File: config.mk
export PLATFORM = sky130hd
export DESIGN_NAME = sarq_top
export DESIGN_NICKNAME = d
export VERILOG_FILES = /design/src/logic/sarq_pkg.sv /design/src/logic/sarq_top.sv
export SDC_FILE = /design/constraint.sdc
export NUM_CORES = 1
export LEC_CHECK = 0
export BUFFER_PORTS_ARGS = -buffer_cell sky130_fd_sc_hd__buf_4
export CAP_MARGIN = 20
export CELL_PAD_IN_SITES_DETAIL_PLACEMENT = 2
export CELL_PAD_IN_SITES_GLOBAL_PLACEMENT = 2
export CORE_AREA = 2 2 112 114
export DETAILED_ROUTE_END_ITERATION = 10
export DIE_AREA = 0 0 114 116
export GPL_ROUTABILITY_DRIVEN = 0
export PLACE_DENSITY_LB_ADDON = 0.1
export SLEW_MARGIN = 20
export SYNTH_ARGS = -nofsm -noshare
export SYNTH_HDL_FRONTEND = slang
export SYNTH_SLANG_ARGS = --single-unit
File: constraint.sdc
create_clock -name CLK_SYS -period 3 [get_ports CLK_SYS]
set_clock_uncertainty 0.15 [all_clocks]
set_input_delay 0 -clock CLK_SYS [delete_from_list [all_inputs] [get_ports CLK_SYS]]
set_output_delay 0 -clock CLK_SYS [all_outputs]
set_load 0.02 [all_outputs]
File: src/logic/sarq_pkg.sv
// Constants, register layout and source codes of the converter sequencer.
// Operation
// [RULE1] Result loaded, done flag set per conversion
// [RULE2] Control write aborts, clears flag, restarts
// [RULE3] Reset clears clock select and power
// [RULE4] Conversion lasts 32 conversion clock cycles
// [RULE5] Conversions repeat until control rewritten
// [RULE6] New result overwrites, no overrun kept
// [RULE7] Reading result clears the done flag
// [RULE8] Clock select picks RC oscillator ticks
// [RULE9] Software picks RC below 1 MHz bus
// [RULE10] RC results pass through bus synchroniser
// [RULE11] Software polls done flag in RC mode
// [RULE12] Power bit enables charge pump, sources
// [RULE13] Oscillator may run while converter off
// [RULE14] Software writes zero to test bit
// [RULE15] Four bit channel select, sixteen inputs
// [RULE16] Channel to source mapping per table
// [RULE17] Full scale gives all ones, bottom zeros
// [RULE18] WAIT mode changes nothing, flag kept
// [RULE19] Software clears bits before WAIT if idle
// [RULE20] Each reference routed internal or external
// [RULE21] STOP aborts conversion, pump off
// [RULE22] STOP leaves registers unchanged
// [RULE23] Sample switch closed at most 12 cycles
// [RULE24] Bits decided MSB first within conversion
// [RULE25] Powered off sequencer stays idle
package sarq_pkg;

  // ----------------------------------------------------------------
  // Register map
  // ----------------------------------------------------------------
  localparam logic [7:0] SARQ_IDX_RESULT = 8'h0E;
  localparam logic [7:0] SARQ_IDX_CTRL = 8'h0F;
  localparam logic [7:0] SARQ_IDX_REF = 8'h10;
  localparam logic [7:0] SARQ_ADDR_RESULT = 8'h38;
  localparam logic [7:0] SARQ_ADDR_CTRL = 8'h3C;
  localparam logic [7:0] SARQ_ADDR_REF = 8'h40;

  // ----------------------------------------------------------------
  // Field positions and reset values
  // ----------------------------------------------------------------
  localparam int SARQ_CTRL_DONE = 7;
  localparam int SARQ_CTRL_RCSEL = 6;
  localparam int SARQ_CTRL_PWR = 5;
  localparam int SARQ_CTRL_TEST = 4;
  localparam int SARQ_CTRL_CH_LSB = 0;
  localparam int SARQ_REF_UPPER_EXT = 0;
  localparam int SARQ_REF_LOWER_EXT = 1;
  localparam logic [7:0] SARQ_CTRL_RESET = 8'h00;
  localparam logic [7:0] SARQ_RESULT_RESET = 8'h00;
  localparam logic [1:0] SARQ_REF_RESET = 2'h0;

  // ----------------------------------------------------------------
  // Timing
  // ----------------------------------------------------------------
  localparam int SARQ_CLK_MHZ = 100;
  localparam logic [4:0] SARQ_CONV_LAST_TICK = 5'h1F;
  localparam logic [4:0] SARQ_SAMPLE_TICKS = 5'h04;
  localparam int SARQ_SAMPLE_MAX_BUS_CYC = 12;
  localparam logic [3:0] SARQ_SAMPLE_MAX = 4'(SARQ_SAMPLE_MAX_BUS_CYC);

  // ----------------------------------------------------------------
  // Multiplexer source kinds
  // ----------------------------------------------------------------
  typedef enum logic [2:0] {
    SARQ_SRC_TEMP,
    SARQ_SRC_PIN,
    SARQ_SRC_SUPPLY,
    SARQ_SRC_UPPER,
    SARQ_SRC_MID,
    SARQ_SRC_LOWER
  } sarq_src_e;

endpackage

File: src/logic/sarq_top.sv
// Successive-approximation converter sequencer with APB register slave.
`timescale 1ns/1ps
module sarq_top
  import sarq_pkg::*;
(
  // Clock, reset, enable
  input wire logic CLK_SYS,
  input wire logic ARST_N,
  input wire logic CLK_EN,
  // APB slave
  input wire logic PSEL,
  input wire logic PENABLE,
  input wire logic PWRITE,
  input wire logic [7:0] PADDR,
  input wire logic [31:0] PWDATA,
  output logic [31:0] PRDATA,
  output logic PREADY,
  output logic PSLVERR,
  // System mode
  input wire logic STOP_MODE,
  // Analog front end
  input wire logic RC_OSC_CLK,
  input wire logic COMP_ABOVE,
  output logic RC_OSC_EN,
  output logic CHARGE_PUMP_EN,
  output logic SAMPLE_CLOSE,
  output logic [7:0] DAC_CODE,
  output logic [3:0] MUX_CHANNEL,
  output logic [2:0] MUX_SOURCE,
  output logic [5:0] MUX_PIN_EN,
  output logic REF_UPPER_EXT,
  output logic REF_LOWER_EXT,
  output logic TEST_MODE
);

  // ----------------------------------------------------------------
  // Helper functions
  // ----------------------------------------------------------------
  // Keeps the trial bit when the held input is above the DAC level.
  function automatic logic [7:0] sar_decide(input logic [7:0] trial, input logic [7:0] bitmask,
                                            input logic above);
    sar_decide = above ? trial : (trial & ~bitmask);
  endfunction

  function automatic sarq_src_e chan_source(input logic [3:0] ch);
    sarq_src_e src;
    src = SARQ_SRC_LOWER;
    unique case (ch)
      4'h0: src = SARQ_SRC_TEMP;
      4'h1, 4'h2, 4'h3, 4'h4, 4'h5, 4'h6: src = SARQ_SRC_PIN;
      4'h7: src = SARQ_SRC_SUPPLY;
      4'h8: src = SARQ_SRC_UPPER;
      4'h9: src = SARQ_SRC_MID;
      4'hA, 4'hB, 4'hC, 4'hD, 4'hE, 4'hF: src = SARQ_SRC_LOWER;
    endcase
    chan_source = src;
  endfunction

  // ----------------------------------------------------------------
  // Declarations
  // ----------------------------------------------------------------
  logic rcsel_q;
  logic pwr_q;
  logic test_q;
  logic [3:0] chan_q;
  logic done_q;
  logic done_d;
  logic [7:0] result_q;
  logic [1:0] ref_q;
  logic [2:0] rc_sync_q;
  logic rc_lvl_q;
  logic [2:0] cmp_sync_q;
  logic cmp_lvl_q;
  logic cmp_now;
  logic tick;
  logic running;
  logic [4:0] tick_cnt_q;
  logic pending_q;
  logic [7:0] sar_q;
  logic [7:0] mask_q;
  logic [3:0] samp_cnt_q;
  logic apb_setup;
  logic apb_access;
  logic addr_ok;
  logic ctrl_wr;
  logic ref_wr;
  logic result_rd;
  logic conv_end;
  logic [7:0] rd_mux;

  // ----------------------------------------------------------------
  // APB decode
  // ----------------------------------------------------------------
  assign apb_setup = PSEL & ~PENABLE;
  assign apb_access = PSEL & PENABLE;
  assign addr_ok = (PADDR == SARQ_ADDR_RESULT) | (PADDR == SARQ_ADDR_CTRL) | (PADDR == SARQ_ADDR_REF);
  assign ctrl_wr = CLK_EN & apb_access & PWRITE & (PADDR == SARQ_ADDR_CTRL);
  assign ref_wr = CLK_EN & apb_access & PWRITE & (PADDR == SARQ_ADDR_REF);
  assign result_rd = CLK_EN & apb_access & ~PWRITE & (PADDR == SARQ_ADDR_RESULT);

  // Zero wait states; a stalled CLK_EN also stalls the transfer.
  assign PREADY = CLK_EN;
  assign PSLVERR = apb_access & ~addr_ok;

  always_comb begin
    rd_mux = 8'h00;
    if (PADDR == SARQ_ADDR_RESULT) begin
      rd_mux = result_q;
    end else if (PADDR == SARQ_ADDR_CTRL) begin
      rd_mux = {done_q, rcsel_q, pwr_q, test_q, chan_q};
    end else if (PADDR == SARQ_ADDR_REF) begin
      rd_mux = {6'h00, ref_q};
    end
  end

  // Read data is captured in the setup cycle so that it comes from a flip-flop.
  always_ff @(posedge CLK_SYS or negedge ARST_N) begin
    if (!ARST_N) begin
      PRDATA <= 32'h0000_0000;
    end else if (CLK_EN && apb_setup && !PWRITE) begin
      PRDATA <= {24'h00_0000, rd_mux};
    end
  end

  // ----------------------------------------------------------------
  // Control and reference registers
  // ----------------------------------------------------------------
  // STOP_MODE has no effect here, so the settings survive STOP. [RULE22]
  always_ff @(posedge CLK_SYS or negedge ARST_N) begin
    if (!ARST_N) begin
      rcsel_q <= SARQ_CTRL_RESET[SARQ_CTRL_RCSEL]; // [RULE3]
      pwr_q <= SARQ_CTRL_RESET[SARQ_CTRL_PWR]; // [RULE3]
      test_q <= SARQ_CTRL_RESET[SARQ_CTRL_TEST];
      chan_q <= SARQ_CTRL_RESET[SARQ_CTRL_CH_LSB +: 4];
    end else if (ctrl_wr) begin
      rcsel_q <= PWDATA[SARQ_CTRL_RCSEL];
      pwr_q <= PWDATA[SARQ_CTRL_PWR];
      test_q <= PWDATA[SARQ_CTRL_TEST];
      chan_q <= PWDATA[SARQ_CTRL_CH_LSB +: 4]; // [RULE15]
    end
  end

  always_ff @(posedge CLK_SYS or negedge ARST_N) begin
    if (!ARST_N) begin
      ref_q <= SARQ_REF_RESET;
    end else if (ref_wr) begin
      ref_q <= {PWDATA[SARQ_REF_LOWER_EXT], PWDATA[SARQ_REF_UPPER_EXT]}; // [RULE20]
    end
  end

  // ----------------------------------------------------------------
  // Conversion clock and comparator synchronisers
  // ----------------------------------------------------------------
  // The RC clock is only sampled, so its period must exceed a few bus cycles.
  always_ff @(posedge CLK_SYS or negedge ARST_N) begin
    if (!ARST_N) begin
      rc_sync_q <= 3'h0;
      rc_lvl_q <= 1'b0;
      cmp_sync_q <= 3'h0;
      cmp_lvl_q <= 1'b0;
    end else if (CLK_EN) begin
      rc_sync_q <= {rc_sync_q[1:0], RC_OSC_CLK};
      cmp_sync_q <= {cmp_sync_q[1:0], COMP_ABOVE};
      if (rc_sync_q[1] == rc_sync_q[2]) begin
        rc_lvl_q <= rc_sync_q[2];
      end
      if (cmp_sync_q[1] == cmp_sync_q[2]) begin
        cmp_lvl_q <= cmp_sync_q[2];
      end
    end
  end

  // Each conversion step is a bus-clock tick, or a synchronised RC rising edge when RC is selected, so RC results land synchronously. [RULE8] [RULE10]
  assign tick = rcsel_q ? ((rc_sync_q[1] == rc_sync_q[2]) & rc_sync_q[2] & ~rc_lvl_q) : 1'b1;
  assign cmp_now = (cmp_sync_q[1] == cmp_sync_q[2]) ? cmp_sync_q[2] : cmp_lvl_q;
  assign running = pwr_q & ~STOP_MODE; // [RULE25] [RULE21]

  // ----------------------------------------------------------------
  // Successive-approximation sequencer
  // ----------------------------------------------------------------
  // A trial bit is set every fourth tick and judged four ticks later, which covers
  // the comparator synchroniser. The last bit is judged at tick 0 of the next period,
  // so a result appears every 32 ticks. [RULE4] [RULE24]
  // DAC_CODE is loaded together with the trial register, not one cycle after it, because
  // the extra cycle would leave the synchroniser one stage short at the judging tick.
  assign conv_end = CLK_EN & running & tick & pending_q & (tick_cnt_q == 5'h00) & ~ctrl_wr;

  always_ff @(posedge CLK_SYS or negedge ARST_N) begin
    if (!ARST_N) begin
      tick_cnt_q <= 5'h00;
      pending_q <= 1'b0;
      sar_q <= 8'h00;
      mask_q <= 8'h00;
      DAC_CODE <= 8'h00;
    end else if (CLK_EN) begin
      if (ctrl_wr || !running) begin
        tick_cnt_q <= 5'h00; // [RULE2] [RULE21] [RULE25]
        pending_q <= 1'b0;
      end else if (tick) begin
        tick_cnt_q <= (tick_cnt_q == SARQ_CONV_LAST_TICK) ? 5'h00 : tick_cnt_q + 5'h01; // [RULE5]
        if (tick_cnt_q == 5'h00) begin
          pending_q <= 1'b1;
          sar_q <= 8'h80;
          mask_q <= 8'h80;
          DAC_CODE <= 8'h80;
        end else if (tick_cnt_q[1:0] == 2'h0) begin
          sar_q <= sar_decide(sar_q, mask_q, cmp_now) | (mask_q >> 1); // [RULE24]
          DAC_CODE <= sar_decide(sar_q, mask_q, cmp_now) | (mask_q >> 1);
          mask_q <= mask_q >> 1;
        end
      end
    end
  end

  // Sample switch closes at the start only and never stays past 12 bus cycles.
  always_ff @(posedge CLK_SYS or negedge ARST_N) begin
    if (!ARST_N) begin
      samp_cnt_q <= 4'h0;
    end else if (CLK_EN) begin
      if (ctrl_wr || !running || (tick && tick_cnt_q == 5'h00)) begin
        samp_cnt_q <= 4'h0;
      end else if (samp_cnt_q != SARQ_SAMPLE_MAX) begin
        samp_cnt_q <= samp_cnt_q + 4'h1; // [RULE23]
      end
    end
  end

  // ----------------------------------------------------------------
  // Result and completion flag
  // ----------------------------------------------------------------
  // Full scale leaves every trial bit kept, giving all ones; zero input clears all. [RULE17]
  always_ff @(posedge CLK_SYS or negedge ARST_N) begin
    if (!ARST_N) begin
      result_q <= SARQ_RESULT_RESET;
    end else if (conv_end) begin
      result_q <= sar_decide(sar_q, mask_q, cmp_now); // [RULE1] [RULE6]
    end
  end

  // A finishing conversion wins over a read clear; a control write aborts it first.
  // Nothing else clears the flag, so WAIT has no effect on it. [RULE18]
  always_comb begin
    done_d = done_q;
    if (ctrl_wr) begin
      done_d = 1'b0; // [RULE2]
    end else if (conv_end) begin
      done_d = 1'b1; // [RULE1] [RULE5]
    end else if (result_rd) begin
      done_d = 1'b0; // [RULE7]
    end
  end

  always_ff @(posedge CLK_SYS or negedge ARST_N) begin
    if (!ARST_N) begin
      done_q <= SARQ_CTRL_RESET[SARQ_CTRL_DONE];
    end else begin
      done_q <= done_d;
    end
  end

  // ----------------------------------------------------------------
  // Analog controls
  // ----------------------------------------------------------------
  always_ff @(posedge CLK_SYS or negedge ARST_N) begin
    if (!ARST_N) begin
      RC_OSC_EN <= 1'b0;
      CHARGE_PUMP_EN <= 1'b0;
      SAMPLE_CLOSE <= 1'b0;
      MUX_CHANNEL <= 4'h0;
      MUX_SOURCE <= SARQ_SRC_TEMP;
      MUX_PIN_EN <= 6'h00;
      REF_UPPER_EXT <= 1'b0;
      REF_LOWER_EXT <= 1'b0;
      TEST_MODE <= 1'b0;
    end else if (CLK_EN) begin
      RC_OSC_EN <= rcsel_q & ~STOP_MODE; // [RULE13]
      CHARGE_PUMP_EN <= running; // [RULE12] [RULE13] [RULE21]
      // Closing on the start tick itself lets the held input settle before the first judgement.
      SAMPLE_CLOSE <= running & ~ctrl_wr
                      & (tick ? (tick_cnt_q < SARQ_SAMPLE_TICKS - 5'h01)
                              : (tick_cnt_q != 5'h00 && tick_cnt_q < SARQ_SAMPLE_TICKS))
                      & ((tick && tick_cnt_q == 5'h00) || samp_cnt_q < SARQ_SAMPLE_MAX - 4'h1); // [RULE23]
      MUX_CHANNEL <= chan_q; // [RULE15]
      MUX_SOURCE <= chan_source(chan_q); // [RULE16]
      MUX_PIN_EN <= (chan_source(chan_q) == SARQ_SRC_PIN) ? 6'(6'h01 << (chan_q - 4'h1)) : 6'h00; // [RULE16]
      REF_UPPER_EXT <= ref_q[SARQ_REF_UPPER_EXT]; // [RULE20]
      REF_LOWER_EXT <= ref_q[SARQ_REF_LOWER_EXT]; // [RULE20]
      TEST_MODE <= test_q;
    end
  end

endmodule // sarq_top

==> flow_summary.toml <==
[min_path]
hold-path-endpoint = "done_q"
min_path_type = "input port to flip-flop"
worstHoldStart = "PENABLE"
holdPathStages = 4

[clock_network]
cts.repair_timing.setup_buffer_count = 0
cts.clk_slew.worst_paths_ns = 0.06
cts_tree = "built"
cts.sinks = 79
clock_path_buffers = 2
clkLatencyLatePin_ns = 0.34
cts_resized = 0
clock-root-buffer = "clkbuf_16"
cts_made_buffers = 9
cts-hold-fix-buffers = 16
htree_num_levels = 3

[sta]
final-max-slew-violation-count = 0
fin_crit_ns = 2.55
rsz0062_at_grt = "no"
post-route-period-util_pct = 85.1
totalNegativeSetupSlack_ns = 0
tightest_slew_ns = 0.755
setup-violations-final = 0
slew_headroom_pct = 49.4
fmax_ghz = 0.392
hold_viol = 0

[critical_path]
end_kind = "flip-flop"
start_kind = "flip-flop"
crit_type = "flip-flop to flip-flop"
rr_startpoint = "tick_cnt_q[0]"
worst-r2r-cell-count = 6
reg2reg_to = "samp_cnt_q[0]"
critical_path_required_ns = 3.08
cp_max_fo = 8
regToRegSetupSlack_ns = 0.45
worstPathArrival_ns = 2.63

[yosys]
ys_warn_count = 0
ys_types = 58
syn_area_sq_um = 3900
synth-main-ff-cell = "dfrtp_1"
yosysSeqAreaShare_pct = 50.7
synth_top_cell_by_area = "dfrtp_1"
netlist_top_cells_area = "dfrtp_1 (51%), mux2_2 (6.6%), buf_4 (4.8%)"
ys_ff_latch = 79
synth_edf_count = 0
synth.avg_cell_area_sq_um = 11.0
synthArstFlopShare_pct = 100
synth_top_area_share_pct = 50.7
syn_inst = 356

[power_and_ir_drop]
ir_drop_mv = 0.186
power_density_nw_per_um2 = 526
leakage_nw = 2.32

[routing]
wl_microns = 10600
dr.first_iter.drc_count = 143
wire_per_inst_microns = 18.1
num_vias = 2988
first_pass_iters = 4
postRouteAntennaNets = 0
route.detailed.drc = 0
vias_per_cell = 5.10

[floorplan]
die_area_sq_um = 13200
initial_utilization_pct = 32.8
boundaryPins = 110
die_h_microns = 116
fp.coreArea_sq_um = 11900
rows = 40
die_w_microns = 114

[status]
status = "complete, no violations"

[global_route]
antenna_found_initial = 0
grt_pass1_wl_microns = 17500
grt_max_degree = 80
grtUsageTotal_pct = 17.3
grt_pass1_vias = 3269
overflow = 0

[place]
hpwl_microns = 7190
portBuffers = 60

[layout]
post-route-util_pct = 40.9
syn_to_final_growth_pct = 24.8
fin_nets = 491
antenna_cells = 0
drive_gt1_share_pct = 26.0

[job]
maxCapViolCount = 0
kinds of logic after synthesis:
group / synth area share (%)
AO/OA/AOI/OAI: 16.4
XOR/XNOR: 0.224
adder cells (fa/ha/maj): 2.82
buffers and inverters: 8.91
flip-flops: 50.7
multiplexers: 8.69
other: 0.0961
AND/OR/NAND/NOR: 12.2
report_power, final:
group	total (W)	internal, W	switching (W)	leakage (nW)
Clock	0.00109	0.000663	0.000428	0.146
Sequential	0.00116	0.00112	0.0000373	1.03
Combinational	0.000311	0.000129	0.000182	1.15
Total	0.00256	0.00191	0.000647	2.32
per-layer routing:
metal	global-route usage, %	share of wire, %	vias up
met5	0	0	-
met4	5.61	1.4	0
met3	4.08	3.8	12
met2	27.6	48	62
met1	23.2	47	1521
li1	-	-	1393
sequential cells by signal, indices dropped and copies added, names as in the netlist, 4 cells and up:
signal	cells
MUX_CHANNEL	4
MUX_PIN_EN	6
PRDATA	8
chan_q	4
mask_q	8
result_q	8
samp_cnt_q	4
sar_q	8
tick_cnt_q	5
layout make-up:
class	instances	area [sq um]
inverters	23	86.3
clock inverters	4	45.0
repair buffers	83	667
flip-flops and latches	79	1980
multi-input cells	238	1660
fillers	1276	7040
clock buffers	12	246
well taps	147	184
synth_stat cells (all sizes together) (8+ instances only):
cell    count
clkbuf     10
nand2      22
a22o       20
ha          8
nand2b      9
mux2       23
o21ai       8
buf        29
nor2       19
a22oi       8
a21oi      16
inv        22
mux2i       8
dfrtp      79
critical path: stages, from the launching register on:
cell	delay [ns]
dfrtp_1	0.43
inv_1	0.09
ha_1	0.25
or4b_2	0.75
a21oi_1	0.35
o31ai_1	0.14
mux2_2	0.28
through the flow:
step	total power (W)	cell area (sq um)	setup slack, ns	instances	hold slack, ns
finish	0.00256	4870	0.448	586	0.0182
global route	0.00269	4870	0.281	586	0.0392
CTS	0.00261	4870	0.453	586	0.00388
detailed placement	0.00147	4410	0.470	554	0.0895
global placement	0.00146	4410	0.505	554	0.0870
floorplan	0.00136	3990	0.693	379	-0.446
cells in the final DEF (no fill, tap or decap), types with 4 or more instances in the layout:
cell type      instances
a211o_1                7
a21oi_1               16
a22o_1                19
a22oi_1                8
buf_4                 66
clkbuf_16              9
conb_1                24
dfrtp_1               79
dlygate4sd3_1         16
ha_1                   8
inv_1                 22
mux2_2                23
mux2i_1                8
nand2_1               22
nand2b_1               9
nand3_1                6
nor2_1                19
nor2b_1                4
nor3_1                 6
o21ai_0                8
how the worst max path moves through the flow:
stage	slack [ns]	start	to
after CTS	0.45	tick_cnt_q[0]	samp_cnt_q[0]
after floorplan	0.69	tick_cnt_q[0]	samp_cnt_q[0]
final	0.45	tick_cnt_q[0]	samp_cnt_q[0]
after detailed placement	0.47	tick_cnt_q[0]	samp_cnt_q[0]
after global placement	0.51	tick_cnt_q[0]	samp_cnt_q[0]
after global routing	0.28	tick_cnt_q[0]	samp_cnt_q[0]
(Power assumes the default switching activity.)
